## src/pkg/roc_cfg.svh

```systemverilog
// register offsets, field positions, reset values and decode constants
// assumes inclusion by the register bank module; the package does not include it
`ifndef ROC_CFG_SVH
`define ROC_CFG_SVH

// register offsets
`define ROC_ADDR_STATUS 8'h00
`define ROC_ADDR_SET2 8'h02
`define ROC_ADDR_LEVEL 8'h03
`define ROC_ADDR_CMD 8'h04

// status fields
`define ROC_ST_FLAGS_HI 7
`define ROC_ST_FLAGS_LO 5
`define ROC_ST_ENS 3
`define ROC_ST_ONE 2
`define ROC_ST_NOFAULT 1
`define ROC_ST_PGS 0

// second settings register fields
`define ROC_S2_MRG_HI 3
`define ROC_S2_MRG_LO 2
`define ROC_MRG_NONE 2'h0
`define ROC_MRG_LOWER 2'h1

// command fields
`define ROC_CMD_CLEAR 0

// reset values
`define ROC_FLAGS_RST 3'h0
`define ROC_BYTE_ZERO 8'h00
`define ROC_DEF_LEVEL 8'h52
`define ROC_DEF_SET2 7'h00
`define ROC_S2_MASK 7'h7f

// level code ranges as codes; bases, steps and tops in millivolts
`define ROC_R1_LAST 8'h80
`define ROC_R2_FIRST 8'h81
`define ROC_R2_LAST 8'hc3
`define ROC_R3_FIRST 8'hc4
`define ROC_R3_LAST 8'hf4
`define ROC_R4_FIRST 8'hf5
`define ROC_R1_BASE 13'h0280
`define ROC_R2_BASE 13'h050a
`define ROC_R3_BASE 13'h07bc
`define ROC_R4_BASE 13'h128e
`define ROC_R1_STEP 13'h0005
`define ROC_R2_STEP 13'h000a
`define ROC_R3_STEP 13'h001e
`define ROC_R4_STEP 13'h0032
`define ROC_R1_TOP 13'h0500
`define ROC_R2_TOP 13'h079e
`define ROC_R3_TOP 13'h0d5c
`define ROC_R4_TOP 13'h1482

`endif

```

## src/pkg/roc_pkg.sv

```systemverilog
// types shared by the regulator output and command register bank
// assumes roc_cfg.svh is on the include path
`default_nettype none
package roc_pkg;
   typedef struct packed {
      logic [2:0] flags;
      logic [7:0] level;
      logic [6:0] set2;
      logic clr;
      logic [12:0] target_mv;
      logic [7:0] rdata;
      logic rvalid;
   } roc_state_t;
endpackage
`default_nettype wire

```

## src/hdl/roc_regs.sv

```systemverilog
// output level code, second settings and command registers of a buck regulator
// assumes a serial front end that hands over byte reads and writes on clk
//
// Summary of operation
// - level code writable anytime, host steps slowly
// - codes 00-80 from 640 mV, 5 mV steps
// - codes 81-c3 from 1290 mV, 10 mV steps
// - codes c4-f4 from 1980 mV, 30 mV steps
// - codes f5-ff from 4750 mV, 50 mV steps
// - reset reloads factory defaults, writes are volatile
// - upper command bits ignored, read zero
// - command bit zero clears all fault flags except those raised again in the clearing cycle
// - clear bit returns to zero by itself
// - fault flags latch until clear or reset
// - margin field: none, minus five, plus five
`include "roc_cfg.svh"
`timescale 1ns/100ps
`default_nettype none
module roc_regs #(
   parameter logic [7:0] DEF_LEVEL = `ROC_DEF_LEVEL,
   parameter logic [6:0] DEF_SET2 = `ROC_DEF_SET2
) (
   // clock and reset
   input wire logic clk,
   input wire logic rstn,
   // byte register port
   input wire logic [7:0] reg_addr,
   input wire logic [7:0] reg_wdata,
   input wire logic reg_wr,
   input wire logic reg_rd,
   output logic [7:0] reg_rdata,
   output logic reg_rvalid,
   // device pins and fault events, order over-current, shutdown, warning
   input wire logic en_pin,
   input wire logic pg_pin,
   input wire logic [2:0] fault_in,
   // regulator control
   output logic [7:0] output_level_bits,
   output logic [12:0] target_mv,
   output logic margin_lower,
   output logic margin_raise,
   output logic [6:0] setting2_bits
);
   logic rst_meta_r;
   logic rst_sync_n_r;
   roc_pkg::roc_state_t s_r;
   roc_pkg::roc_state_t s_nxt;
   logic wr_level;
   logic wr_set2;
   logic wr_clear;

   function automatic logic [12:0] decode(input logic [7:0] c);
      logic [12:0] cw;
      cw = {5'h00, c};
      if (c <= `ROC_R1_LAST)
         decode = 13'(`ROC_R1_BASE + `ROC_R1_STEP * cw);
      else if (c <= `ROC_R2_LAST)
         decode = 13'(`ROC_R2_BASE + `ROC_R2_STEP * (cw - {5'h00, `ROC_R2_FIRST}));
      else if (c <= `ROC_R3_LAST)
         decode = 13'(`ROC_R3_BASE + `ROC_R3_STEP * (cw - {5'h00, `ROC_R3_FIRST}));
      else
         decode = 13'(`ROC_R4_BASE + `ROC_R4_STEP * (cw - {5'h00, `ROC_R4_FIRST}));
   endfunction

   // factory target worked out once, so the reset branch loads a constant
   localparam logic [12:0] DEF_MV = decode(DEF_LEVEL);

   // reset released through two flops, asserted at once
   always_ff @(posedge clk or negedge rstn)
   begin
      if (!rstn)
      begin
         rst_meta_r <= 1'b0;
         rst_sync_n_r <= 1'b0;
      end
      else
      begin
         rst_meta_r <= 1'b1;
         rst_sync_n_r <= rst_meta_r;
      end
   end

   assign wr_level = reg_wr && (reg_addr == `ROC_ADDR_LEVEL);
   assign wr_set2 = reg_wr && (reg_addr == `ROC_ADDR_SET2);
   assign wr_clear = reg_wr && (reg_addr == `ROC_ADDR_CMD) && reg_wdata[`ROC_CMD_CLEAR];

   always_comb
   begin
      s_nxt = s_r;
      s_nxt.rvalid = reg_rd;
      // no lockout while delivering: pacing and range keeping are the host's job
      if (wr_level)
         s_nxt.level = reg_wdata;
      if (wr_set2)
         s_nxt.set2 = reg_wdata[6:0];
      // only bit zero is kept; the rest of a command write is dropped
      s_nxt.clr = wr_clear;
      // a fault arriving in the clearing cycle survives the clear
      if (s_r.clr)
         s_nxt.flags = fault_in;
      else
         s_nxt.flags = s_r.flags | fault_in;
      // one cycle behind the code register, no host action needed
      s_nxt.target_mv = decode(s_r.level);
      if (reg_rd)
      begin
         unique case (reg_addr)
            `ROC_ADDR_STATUS: s_nxt.rdata = {s_r.flags, 1'b0, en_pin, 1'b1,
                                              ~|s_r.flags, pg_pin};
            `ROC_ADDR_SET2: s_nxt.rdata = {1'b0, s_r.set2};
            `ROC_ADDR_LEVEL: s_nxt.rdata = s_r.level;
            `ROC_ADDR_CMD: s_nxt.rdata = {7'h00, s_r.clr};
            default: s_nxt.rdata = `ROC_BYTE_ZERO;
         endcase
      end
   end

   always_ff @(posedge clk or negedge rst_sync_n_r)
   begin
      if (!rst_sync_n_r)
      begin
         // factory values come back on every power cycle
         s_r.flags <= `ROC_FLAGS_RST;
         s_r.level <= DEF_LEVEL;
         s_r.set2 <= DEF_SET2;
         s_r.clr <= 1'b0;
         s_r.target_mv <= DEF_MV;
         s_r.rdata <= `ROC_BYTE_ZERO;
         s_r.rvalid <= 1'b0;
      end
      else
      begin
         s_r <= s_nxt;
      end
   end

   assign reg_rdata = s_r.rdata;
   assign reg_rvalid = s_r.rvalid;
   assign output_level_bits = s_r.level;
   assign target_mv = s_r.target_mv;
   assign setting2_bits = s_r.set2;
   assign margin_lower = (s_r.set2[`ROC_S2_MRG_HI:`ROC_S2_MRG_LO] == `ROC_MRG_LOWER);
   assign margin_raise = s_r.set2[`ROC_S2_MRG_HI];

   a_flag_held: assert property (@(posedge clk) disable iff (!rst_sync_n_r)
      (!s_r.clr && (s_r.flags != 3'h0)) |=> ((s_r.flags & $past(s_r.flags)) == $past(s_r.flags)))
      else $error("fault flag dropped without clear");
   a_clear_cmd: assert property (@(posedge clk) disable iff (!rst_sync_n_r)
      wr_clear |=> s_r.clr ##1 (s_r.flags == $past(fault_in)))
      else $error("flags not cleared after clear command");
   a_clear_self: assert property (@(posedge clk) disable iff (!rst_sync_n_r)
      (s_r.clr && !wr_clear) |=> !s_r.clr)
      else $error("clear bit did not return to zero");
   a_cmd_upper: assert property (@(posedge clk) disable iff (!rst_sync_n_r)
      (reg_rd && reg_addr == `ROC_ADDR_CMD) |=> (reg_rdata[7:1] == 7'h00) && reg_rvalid)
      else $error("upper command bits not zero");
   a_level_apply: assert property (@(posedge clk) disable iff (!rst_sync_n_r)
      (wr_level && !$past(wr_level)) |=> (output_level_bits == $past(reg_wdata))
      ##1 (target_mv == decode($past(reg_wdata, 2))))
      else $error("level code not applied after write");
   a_range_one: assert property (@(posedge clk) disable iff (!rst_sync_n_r)
      $stable(s_r.level) && s_r.level <= `ROC_R1_LAST |=>
      target_mv >= `ROC_R1_BASE && target_mv <= `ROC_R1_TOP && (target_mv % 5) == 0)
      else $error("first range decode wrong");
   a_range_two: assert property (@(posedge clk) disable iff (!rst_sync_n_r)
      $stable(s_r.level) && s_r.level >= `ROC_R2_FIRST && s_r.level <= `ROC_R2_LAST |=>
      target_mv >= `ROC_R2_BASE && target_mv <= `ROC_R2_TOP && (target_mv % 10) == 0)
      else $error("second range decode wrong");
   a_range_three: assert property (@(posedge clk) disable iff (!rst_sync_n_r)
      $stable(s_r.level) && s_r.level >= `ROC_R3_FIRST && s_r.level <= `ROC_R3_LAST |=>
      target_mv >= `ROC_R3_BASE && target_mv <= `ROC_R3_TOP
      && ((target_mv - `ROC_R3_BASE) % 30) == 0)
      else $error("third range decode wrong");
   a_range_four: assert property (@(posedge clk) disable iff (!rst_sync_n_r)
      $stable(s_r.level) && s_r.level >= `ROC_R4_FIRST |=>
      target_mv >= `ROC_R4_BASE && target_mv <= `ROC_R4_TOP
      && ((target_mv - `ROC_R4_BASE) % 50) == 0)
      else $error("fourth range decode wrong");
   a_reset_defaults: assert property (@(posedge clk)
      $rose(rst_sync_n_r) |-> (output_level_bits == DEF_LEVEL) && (s_r.flags == 3'h0)
      && (setting2_bits == DEF_SET2)
      && (target_mv == DEF_MV))
      else $error("factory defaults not loaded");
   a_margin_map: assert property (@(posedge clk) disable iff (!rst_sync_n_r)
      (wr_set2 && reg_wdata[3:2] == 2'h1) |=> margin_lower && !margin_raise)
      else $error("margin lower decode wrong");

   // both upper patterns raise, never lower
   a_margin_up: assert property (@(posedge clk) disable iff (!rst_sync_n_r)
      (wr_set2 && reg_wdata[`ROC_S2_MRG_HI]) |=> margin_raise && !margin_lower)
      else $error("margin raise decode wrong");

   // zero pattern leaves the nominal level alone
   a_margin_none: assert property (@(posedge clk) disable iff (!rst_sync_n_r)
      (wr_set2 && reg_wdata[`ROC_S2_MRG_HI:`ROC_S2_MRG_LO] == `ROC_MRG_NONE) |=>
      !margin_raise && !margin_lower)
      else $error("margin none decode wrong");

   // a fault seen at any edge shows next cycle, clearing or not
   a_fault_latch: assert property (@(posedge clk) disable iff (!rst_sync_n_r)
      (fault_in != `ROC_FLAGS_RST) |=> ((s_r.flags & $past(fault_in)) == $past(fault_in)))
      else $error("fault event not latched");

   // clear drops every flag that was not raised again in that cycle
   a_clear_flags: assert property (@(posedge clk) disable iff (!rst_sync_n_r)
      s_r.clr |=> ((s_r.flags & ~$past(fault_in)) == `ROC_FLAGS_RST))
      else $error("flag survived the clear");

   // command write without the clear bit must change nothing
   a_cmd_inert: assert property (@(posedge clk) disable iff (!rst_sync_n_r)
      (reg_wr && reg_addr == `ROC_ADDR_CMD && !reg_wdata[`ROC_CMD_CLEAR]) |=>
      !s_r.clr && ((s_r.flags & $past(s_r.flags)) == $past(s_r.flags))
      && $stable(output_level_bits) && $stable(setting2_bits))
      else $error("upper command bits had an effect");

   // status read returns the latched flags and the fixed one bit
   a_status_read: assert property (@(posedge clk) disable iff (!rst_sync_n_r)
      (reg_rd && reg_addr == `ROC_ADDR_STATUS) |=>
      (reg_rdata[`ROC_ST_FLAGS_HI:`ROC_ST_FLAGS_LO] == $past(s_r.flags))
      && reg_rdata[`ROC_ST_ONE] && (reg_rdata[`ROC_ST_NOFAULT] == ~|$past(s_r.flags)))
      else $error("status read wrong");

   // level code only moves on its own write
   a_level_keep: assert property (@(posedge clk) disable iff (!rst_sync_n_r)
      !wr_level |=> $stable(output_level_bits))
      else $error("level code changed without write");
endmodule
`default_nettype wire

```

## config.mk

```make
export PLATFORM = sky130hd
export DESIGN_NAME = roc_regs
export DESIGN_NICKNAME = d
export VERILOG_FILES = /design/src/pkg/roc_pkg.sv /design/src/hdl/roc_regs.sv
export VERILOG_INCLUDE_DIRS = /design/src /design/src/pkg
export SDC_FILE = /design/constraint.sdc
export NUM_CORES = 1
export LEC_CHECK = 0
export BUFFER_PORTS_ARGS = -buffer_cell sky130_fd_sc_hd__buf_2
export CAP_MARGIN = 25
export CORE_ASPECT_RATIO = 0.8
export CORE_MARGIN = 10
export CORE_UTILIZATION = 50
export CTS_CLUSTER_SIZE = 28
export DETAILED_ROUTE_END_ITERATION = 8
export GPL_TIMING_DRIVEN = 0
export PLACE_DENSITY = 0.81
export SKIP_CTS_REPAIR_TIMING = 1
export SLEW_MARGIN = 10
export SYNTH_ARGS = -nofsm -noshare
export SYNTH_HDL_FRONTEND = slang
export SYNTH_SLANG_ARGS = --single-unit
export TNS_END_PERCENT = 1
```

## constraint.sdc

```tcl
create_clock -name clk -period 1.6 [get_ports clk]
set_input_delay 0.08 -clock clk [delete_from_list [all_inputs] [get_ports clk]]
set_output_delay 0.08 -clock clk [all_outputs]
set_load 0.02 [all_outputs]
```

==> impl_results.md, run 1 <==
- Outcome: complete, but fails checks
- Failing checks: setup timing
- Worst-path fanout max: 7
- Core area: ~11000 sq um
- Final setup margin: -2.75 ns
- Skew-Pair Late Insertion Delay: ~0.29 ns
- HPWL Detailed: ~12 mm
- Cell Count Post-Placement: around 840
- Pwr Density: around 1500 nW/um^2
- Post-synthesis cell count: approximately 630
- Synth Net Count: ~750
- Final setup fails: 14
- DRC: 0
- Worst path bufs/invs: 4
- Die height: about 110 um
- GPL Wtd Cong: 0.952
- Fin util: approximately two thirds
- Grt ovf: 0
- Total die area: ~16000 sq um
- Final instance area: about 7300 sq um
- Min-delay worst type: primary input to register
- Syn_area_per_cell: a little under 9 sq um
- Worst Tran Pin Value: 0.883 ns
- CP max-delay cell: dfstp_2
- Crit path cell chain: clkinv_4 -> ha_4 -> inv_4 -> a21oi_4 -> or2_4 -> xnor2_4 -> ha_4 -> ha_4 -> inv_1 -> fa_1 -> inv_2 -> ha_4 -> or4b_4 -> o2111ai_4 -> o211ai_1 -> xor2_1 -> nand2_1 -> o221ai_2
- CTS tree: yes
- CP Class: register to register
- Peak VDD IR: 1.50 mV
- First-pass GRT wire length: roughly 24 mm
- Maximum root-to-sink buffer count: 2
- Leakage power: between 3 and 4 nW
- Total track usage: 17.9%
- Area leader, netlist: ha_1
- Dominant cells by area after synthesis: ha_1 18%, dfrtp_1 16%, xnor2_1 7.0%, fa_1 6.4%, buf_4 4.8%
- Drt pass-1 iters: 5
- Post-synthesis sequential area ratio: 19.3%
- Synth warn: 0
- Per-cell routed wire length: between 15 and 20 um
- FFs w/ async S/R, synth: between 90% and 100%
- Worst slack, placed: -3.20 ns
- Drt total wl: roughly 17 mm
- Post-Syn Area: roughly 5600 sq um
- DR vias/cell: 5.67
- Antenna Diode Count: 0
- Startpoint types: register
- Root Buffer: clkbuf_16
- Worst EP arrival: around 4.5 ns
- Worst Skew: 0.00628 ns
- Number of clock buffers inserted by TritonCTS: 5
- Row cnt: 34
- H-tree levels: 2
- Via count: between 5000 and 6000
- Yosys reg bits: 43
- Port Buffer Count: 63
- Final Hold Fails: 0
- Number of fill cells in the layout: around 800
- Post-synth top area share: 18.3%
- Chip width: approximately 140 um
- Unique cell type count in the Yosys netlist: 66
- Initial core utilization: around 51%
- Initial antenna violation count: 0
- Synth-to-Final Area Change: 30.4%
- Delay-heaviest family, CP: adder cells
- Post-route ant nets: 0
- Top_reg_cell synth: dfrtp_1
- Initial DRC Count: 470
- Peak per-stage delay on the critical path: approximately 0.67 ns
- Final net count: 874
- CP Data Required Time: roughly 1.8 ns
- RSZ-0062 raised after global routing: yes
- Maximum clock frequency: around 230 MHz
- Period utilisation layout: 272%
- Largest net degree at the start of global routing: 37
- Finished Layout Cells: 894
- Most common cell in the netlist: ha_1
- Worst reg2reg path depth: 18
- I/O Pins: 64
- Slew margin rel.: approximately two fifths
- Number of synthesized flops with an enable pin: 0
- Post-synth top cells: 82 x ha_1, 57 x inv_1, 45 x xnor2_1, 43 x nor2_1
- CTS Sinks: 43
- CP endpoint kind: register
- Fin. max-slew vios: 0
- Max-cap violations: 0
- Most used cell along the critical path: ha_4
- Fin crit period: about 4.4 ns
- Fraction of layout instances using a drive strength above 1: a little under two fifths
- Number of global-route vias before repair: 4677
- Crit. path cell count: 18
- CTS clk-pin slew, worst paths: 0.07 ns
- Post-placement cell area: between 6000 and 7000 sq um
- Hold Path Cell Cnt: 2
==> per-stage QoR <==
stage	hold WS (ns)	TNS [ns]	power, W
floorplan	-0.216	-20.24	0.00667
global placement	-0.135	-36.23	0.00797
detailed placement	-0.131	-33.39	0.00816
CTS	-0.438	-29.40	0.00925
global route	0.0103	-25.72	0.0114
finish	0.000148	-24.42	0.0107
==> final cells by class <==
type / count / area [sq um] / area share [%]
buffer: 49 / 387 / 5.29
clock buffer: 6 / 129 / 1.76
clock inverter: 2 / 12.5 / 0.171
inverter: 59 / 244 / 3.34
multi-input combinational: 477 / 4530 / 61.9
sequential: 43 / 1090 / 14.9
tap: 144 / 180 / 2.46
timing repair buffer: 114 / 741 / 10.1
==> state kept, by name, indices dropped and copies added, names as in the netlist <==
| name | flops |
|---|---|
| rst_sync_n_r | 1 |
| reg_rvalid | 1 |
| target_mv | 13 |
| setting2_bits | 7 |
| rst_meta_r | 1 |
| s_r | 4 |
| output_level_bits | 8 |
| reg_rdata | 8 |
==> metal layers <==
layer	up-vias	wire length, um	GRT usage, %
met4	0	206	4.35
met1	2462	6960	23.6
li1	2406	-	-
met3	23	1020	3.67
met2	179	8510	29.7
met5	-	0	0
==> final timing paths <==
kind	startpoint	to	slack, ns
max in group asynchronous	rst_sync_n_r	target_mv[1]	1.01
setup / recovery	output_level_bits[1]	target_mv[12]	-2.75
setup reg to reg	output_level_bits[1]	target_mv[12]	-2.75
min in group asynchronous	rst_sync_n_r	setting2_bits[1]	0.09
hold reg to reg	rst_sync_n_r	setting2_bits[1]	0.09
hold / removal	fault_in[0]	s_r[38]	0.0001
==> cell families (layout without fill, tap and decap cells) <==
group                    count (synthesis)  after routing  synth area share [%]
AO/OA/AOI/OAI                          150            150                  18.9
XOR/XNOR                                68             68                  11.1
adder cells (fa/ha/maj)                100            100                  24.7
buffers and inverters                  109            230                  9.81
flip-flops                              43             43                  19.3
multiplexers                            20             20                  3.99
other                                    1              1                0.0669
AND/OR/NAND/NOR                        138            138                  12.0
==> power by group <==
part | leakage [nW] | switching, W | total [W] | internal, W
clock | 0.0669 | 0.000478 | 0.00106 | 0.000578
sequential | 0.524 | 0.0000483 | 0.00121 | 0.00116
combinational | 2.85 | 0.00463 | 0.00839 | 0.00377
==> layout by cell type (no fill, tap or decap), types with 5 or more instances in the layout <==
cell type	count
a211oi_1	5
a211oi_2	5
a21o_1	15
a21oi_1	29
a21oi_2	5
a22oi_1	7
a31oi_1	6
buf_2	64
buf_4	79
clkbuf_1	7
clkbuf_16	5
dfrtp_1	31
dfrtp_2	5
dfstp_2	7
fa_1	18
ha_1	66
ha_4	14
inv_1	47
inv_2	5
mux2_2	19
nand2_1	31
nand2b_1	6
nand4_1	5
nor2_1	38
nor3_1	10
o211ai_1	7
o21a_1	6
o21ai_0	23
o21bai_1	5
xnor2_1	33
xnor2_2	8
xor2_1	20
No activity file was read; power rests on OpenSTA's default activity.
==> run 2, diff against run 1 <==
SETUP_SLACK_MARGIN = 0.5   (was unset)
==> run 2 against run 1 <==
- critical path depth fell by 3
- die area did not move
- non-clock buffer count fell by 8
- the run still ends with setup timing left
- maximum frequency fell by 0.10%
- highest routed layer unchanged
==> impl_results.md, run 2 (synthesis results as in run 1) <==
- Slew margin rel.: a little over two fifths
- Total Power: 0.0104 W
- Root Buffer: clkbuf_16
- Fraction of layout instances using a drive strength above 1: about a third
- Worst Skew: approximately 0.0055 ns
- Clk pwr share: around 10%
- Post-route ant nets: 0
- CP Class: register to register
- Final net count: ~870
- HPWL Detailed: 12.1 mm
- Reg with most FFs: target_mv
- Worst reg2reg path depth: 15
- Antenna Diode Count: 0
- Startpoint types: register
- Maximum root-to-sink buffer count: 2
- CP Data Required Time: roughly 1.8 ns
- Register area: approximately 1100 sq um
- Final setup margin: -2.76 ns
- Synth-to-Final Area Change: 28.8%
- Pint: ~0.0053 W
- Sw Share: around half
- First-pass GRT wire length: between 20 and 25 mm
- CP endpoint kind: register
- Skew-Pair Late Insertion Delay: 0.29 ns
- Number of clock buffers inserted by TritonCTS: 5
- Port Buffer Count: between 60 and 70
- Total die area: 15900 sq um
- Commonest non-fill, non-tap cell in the layout: ha_1
- Peak VDD IR: between 1.5 and 2 mV
- Sw power: between 0.005 and 0.006 W
- CTS tree: yes
- Max-cap violations: 0
- Initial DRC Count: roughly 380
- Failing checks: setup timing
- Largest net degree at the start of global routing: 37
- Worst EP arrival: 4.53 ns
- Comb power frac: about 78%
- RSZ-0062 raised after global routing: yes
- Min-delay worst type: primary input to register
- I/O Pins: between 60 and 70
- DRC: 0
- Drt total wl: approximately 16 mm
- Per-cell routed wire length: ~19 um
- Final Hold Fails: 0
- Number of global-route vias before repair: between 4000 and 5000
- Row cnt: 34
- H-tree levels: 2
- CTS Sinks: 43
- Fin. max-slew vios: 0
- Total track usage: between 10% and 20%
- CP max-delay cell: dfstp_2
- Maximum clock frequency: between 200 and 250 MHz
- Most frequent cells in the layout: 70 x ha_1, 65 x buf_4, 52 x buf_2, 49 x inv_1, 40 x nor2_1
- Period utilisation layout: 272%
- Worst-path fanout max: 8
- Initial core utilization: ~50%
- Hold Path Cell Cnt: 2
- Number of fill cells in the layout: approximately 810
- CTS clk-pin slew, worst paths: about 0.070 ns
- Chip width: approximately 140 um
- Core area: about 11000 sq um
- Max reg flops: 13
- Via count: 5078
- Die height: roughly 110 um
- Most used cell along the critical path: ha_1
- Flop pwr share: about an eighth
- Fin crit period: approximately 4.4 ns
- Worst Tran Pin Value: approximately 0.85 ns
- Peak per-stage delay on the critical path: between 0.6 and 0.7 ns
- Multi-input logic area: 4410 sq um
- Fin util: approximately 66%
- Finished Layout Cells: approximately 890
- Initial antenna violation count: 0
- Final setup fails: 14
- Pwr Density: roughly 1400 nW/um^2
- DR vias/cell: between 5 and 6
- Worst path bufs/invs: 1
- GPL Wtd Cong: ~0.95
- Crit. path cell count: 15
- Leakage power: approximately 3.4 nW
- Drt pass-1 iters: 5
- Outcome: complete, but fails checks
- Crit path cell chain: inv_6 -> ha_2 -> a211o_1 -> and3_4 -> xnor2_4 -> ha_1 -> ha_1 -> fa_1 -> ha_4 -> or4b_4 -> o2111ai_4 -> o211ai_1 -> xor2_1 -> nand2_1 -> o221ai_2
- Grt ovf: 0
- Cell Count Post-Placement: about 840
- Delay-heaviest family, CP: adder cells
- Setup TNS: -24.13 ns
-- run 2: final cells by class --
class | count | share of cell area, %
clock inverters | 2 | 0.173
repair buffers | 105 | 10.2
plain buffers | 50 | 5.87
inverters | 59 | 3.41
well taps | 144 | 2.49
multi-input cells | 477 | 61.0
flip-flops and latches | 43 | 15.1
clock buffers | 6 | 1.78
-- run 2: metal layers --
| layer | up-vias | GRT usage, % | wire length (um) |
|---|---|---|---|
| li1 | 2395 | - | - |
| met1 | 2452 | 23.6 | 6850 |
| met2 | 200 | 29.7 | 8160 |
| met3 | 31 | 3.67 | 1150 |
| met4 | 0 | 4.35 | 323 |
| met5 | - | 0 | 0 |
-- run 2: stage by stage --
stage / hold slack (ns) / instance area, sq um / setup WS [ns]
2_1_floorplan: -0.216 / 5790 / -2.50
3_3_place_gp: -0.135 / 6290 / -3.08
3_5_place_dp: -0.131 / 6310 / -3.20
4_1_cts: -0.438 / 6450 / -3.23
5_1_grt: 0.0227 / 7230 / -2.88
6_report: 0.0169 / 7230 / -2.76
-- run 2: final timing paths --
check,startpoint,slack (ns),endpoint
hold / removal,fault_in[0],0.02,s_r[38]
max in group asynchronous,rst_sync_n_r,1.01,target_mv[1]
hold reg to reg,rst_sync_n_r,0.09,setting2_bits[1]
setup reg to reg,output_level_bits[1],-2.76,target_mv[12]
min in group asynchronous,rst_sync_n_r,0.09,setting2_bits[1]
setup / recovery,output_level_bits[1],-2.76,target_mv[12]
-- run 2: power groups by stage --
stage                     Clock [W]  Sequential (W)  Combinational (W)
after global placement            0         0.00125            0.00672
after CTS                   0.00105         0.00121            0.00698
final                       0.00107         0.00121            0.00808
after global routing        0.00111         0.00122            0.00878
after floorplan                   0         0.00123            0.00544
after detailed placement          0         0.00123            0.00693
==> run 3, diff against run 2 <==
CORE_UTILIZATION = 60   (was 50)
PLACE_DENSITY = 0.93   (was 0.81)
==> run 3 against run 2 <==
- the run ends with hold timing, setup timing left
- largest cell class unchanged
- critical path type unchanged
- clock power grew 30%
- register-to-register slack worse by 0.35 ns
- highest routed layer unchanged
- flip-flop and latch count did not move
==> impl_results.md, run 3 (synthesis results as in run 1) <==
- H-tree levels: 2
- Slew margin rel.: between 40% and 50%
- Antenna Diode Count: 0
- Worst Skew: 0.0198 ns
- Pwr Density: between 1500 and 2000 nW/um^2
- Total Power: about 0.011 W
- First-pass GRT wire length: around 25 mm
- Peak VDD IR: 1.88 mV
- CTS tree: yes
- Startpoint types: register
- Initial core utilization: 61.8%
- CP max-delay cell: dfstp_2
- Fin crit period: ~4.7 ns
- Maximum root-to-sink buffer count: 2
- Chip width: ~130 um
- Outcome: complete, but fails checks
- Worst-path fanout max: 7
- Core area: between 9000 and 10000 sq um
- GPL Wtd Cong: roughly 1
- Hold Path Cell Cnt: 2
- Commonest non-fill, non-tap cell in the layout: buf_4
- Worst Tran Pin Value: a little under 0.9 ns
- Row cnt: 31
- Port Buffer Count: 63
- Crit path cell chain: clkinv_4 -> ha_2 -> a211o_1 -> and3_1 -> xnor2_2 -> ha_1 -> ha_1 -> fa_1 -> ha_4 -> or4b_4 -> o2111ai_4 -> buf_4 -> xor2_1 -> a21oi_1 -> o221a_1
- Skew-Pair Late Insertion Delay: a little over 0.3 ns
- Leakage power: 3.49 nW
- CTS Sinks: 43
- Peak per-stage delay on the critical path: 0.69 ns
- Worst EP arrival: between 4 and 5 ns
- CTS clk-pin slew, worst paths: roughly 0.07 ns
- Register area: 1090 sq um
- I/O Pins: 64
- Total track usage: 22.7%
- Via count: 5728
- Worst slack, placed: -3.23 ns
- Maximum clock frequency: 212 MHz
- DR vias/cell: 6.70
- Final Hold Fails: 1
- Root Buffer: clkbuf_16
- Worst path bufs/invs: 2
- Final net count: between 800 and 900
- Drt pass-1 iters: 9
- Final setup margin: -3.11 ns
- Number of global-route vias before repair: 5077
- Synth-to-Final Area Change: 27.6%
- Fraction of layout instances using a drive strength above 1: between 30% and 40%
- Final setup fails: 14
- Delay-heaviest family, CP: adder cells
- Max-cap violations: 0
- Min-delay worst type: primary input to register
- CP Data Required Time: about 1.8 ns
- Initial antenna violation count: 0
- Initial DRC Count: about 810
- Most frequent cells in the layout: 71 x buf_4, 68 x ha_1, 61 x buf_2, 49 x inv_1, 40 x nor2_1
- DRC: 0
- CP endpoint kind: register
- Reg with most FFs: target_mv
- Drt total wl: between 20 and 25 mm
- Worst reg2reg path depth: 15
- Number of clock buffers inserted by TritonCTS: 5
- Period utilisation layout: 294%
- Per-cell routed wire length: 24.6 um
- Die height: between 100 and 150 um
- Max reg flops: 13
- Largest net degree at the start of global routing: 40
- Total die area: about 14000 sq um
- Number of fill cells in the layout: ~480
- Hold Slack: -0.0126 ns
- RSZ-0062 raised after global routing: yes
- Multi-input logic area: between 4000 and 5000 sq um
- Post-route ant nets: 0
- Fin. max-slew vios: 0
- Failing checks: hold timing, setup timing
- Most used cell along the critical path: ha_1
- HPWL Detailed: ~13 mm
- Crit. path cell count: 15
- Grt ovf: 0
- CP Class: register to register
==> run 3: per-stage QoR <==
step / util, % / area (sq um) / hold slack (ns) / std cells / TNS [ns]
6_report: 78.9 / 7160 / -0.0126 / 855 / -28.89
5_1_grt: 78.9 / 7160 / -0.0102 / 855 / -29.25
4_1_cts: 71.2 / 6460 / -0.434 / 816 / -29.11
3_5_place_dp: 69.1 / 6270 / -0.128 / 808 / -32.61
3_3_place_gp: 68.9 / 6250 / -0.136 / 807 / -33.45
2_1_floorplan: - / 5790 / -0.216 / 629 / -20.24
==> run 3: worst register-to-register path, cell delays in order, from the launching register on <==
cell and delay (ns):
dfstp_2 0.69, clkinv_4 0.14, ha_2 0.23, a211o_1 0.32, and3_1 0.24, xnor2_2 0.26
ha_1 0.31, ha_1 0.30, fa_1 0.54, ha_4 0.24, or4b_4 0.55, o2111ai_4 0.12
buf_4 0.15, xor2_1 0.25, a21oi_1 0.12, o221a_1 0.14
==> run 3: metal layers <==
metal | vias up | GRT usage, % | routed length, um
li1 | 2391 | - | -
met1 | 2652 | 27.8 | 7040
met2 | 496 | 39.1 | 10000
met3 | 189 | 5.16 | 2310
met4 | 0 | 6.02 | 1620
met5 | - | 0 | 0
==> run 3: final cells by class <==
cell class                 count  share of cell area, %
multi-input combinational    477                   62.3
sequential                    43                   15.2
timing repair buffer         103                   9.18
buffer                        50                   5.30
inverter                      59                   3.37
tap                          115                   2.01
clock buffer                   6                   1.80
clock inverter                 2                  0.839
==> run 3: power by group <==
part           leakage [nW]  internal [W]  switching [W]
Clock                0.0911      0.000898       0.000491
Sequential            0.524       0.00116      0.0000517
Combinational          2.87       0.00356        0.00479
Total                  3.49       0.00562        0.00534
==> run 3: path summary, 6_finish.rpt <==
| kind | to | from | slack [ns] |
|---|---|---|---|
| max | target_mv[11] | output_level_bits[1] | -3.11 |
| min reg2reg | output_level_bits[7] | rst_sync_n_r | 0.06 |
| max reg2reg | target_mv[11] | output_level_bits[1] | -3.11 |
| min | s_r[38] | fault_in[0] | -0.01 |
| min in group asynchronous | output_level_bits[7] | rst_sync_n_r | 0.06 |
| max in group asynchronous | target_mv[4] | rst_sync_n_r | 1.03 |
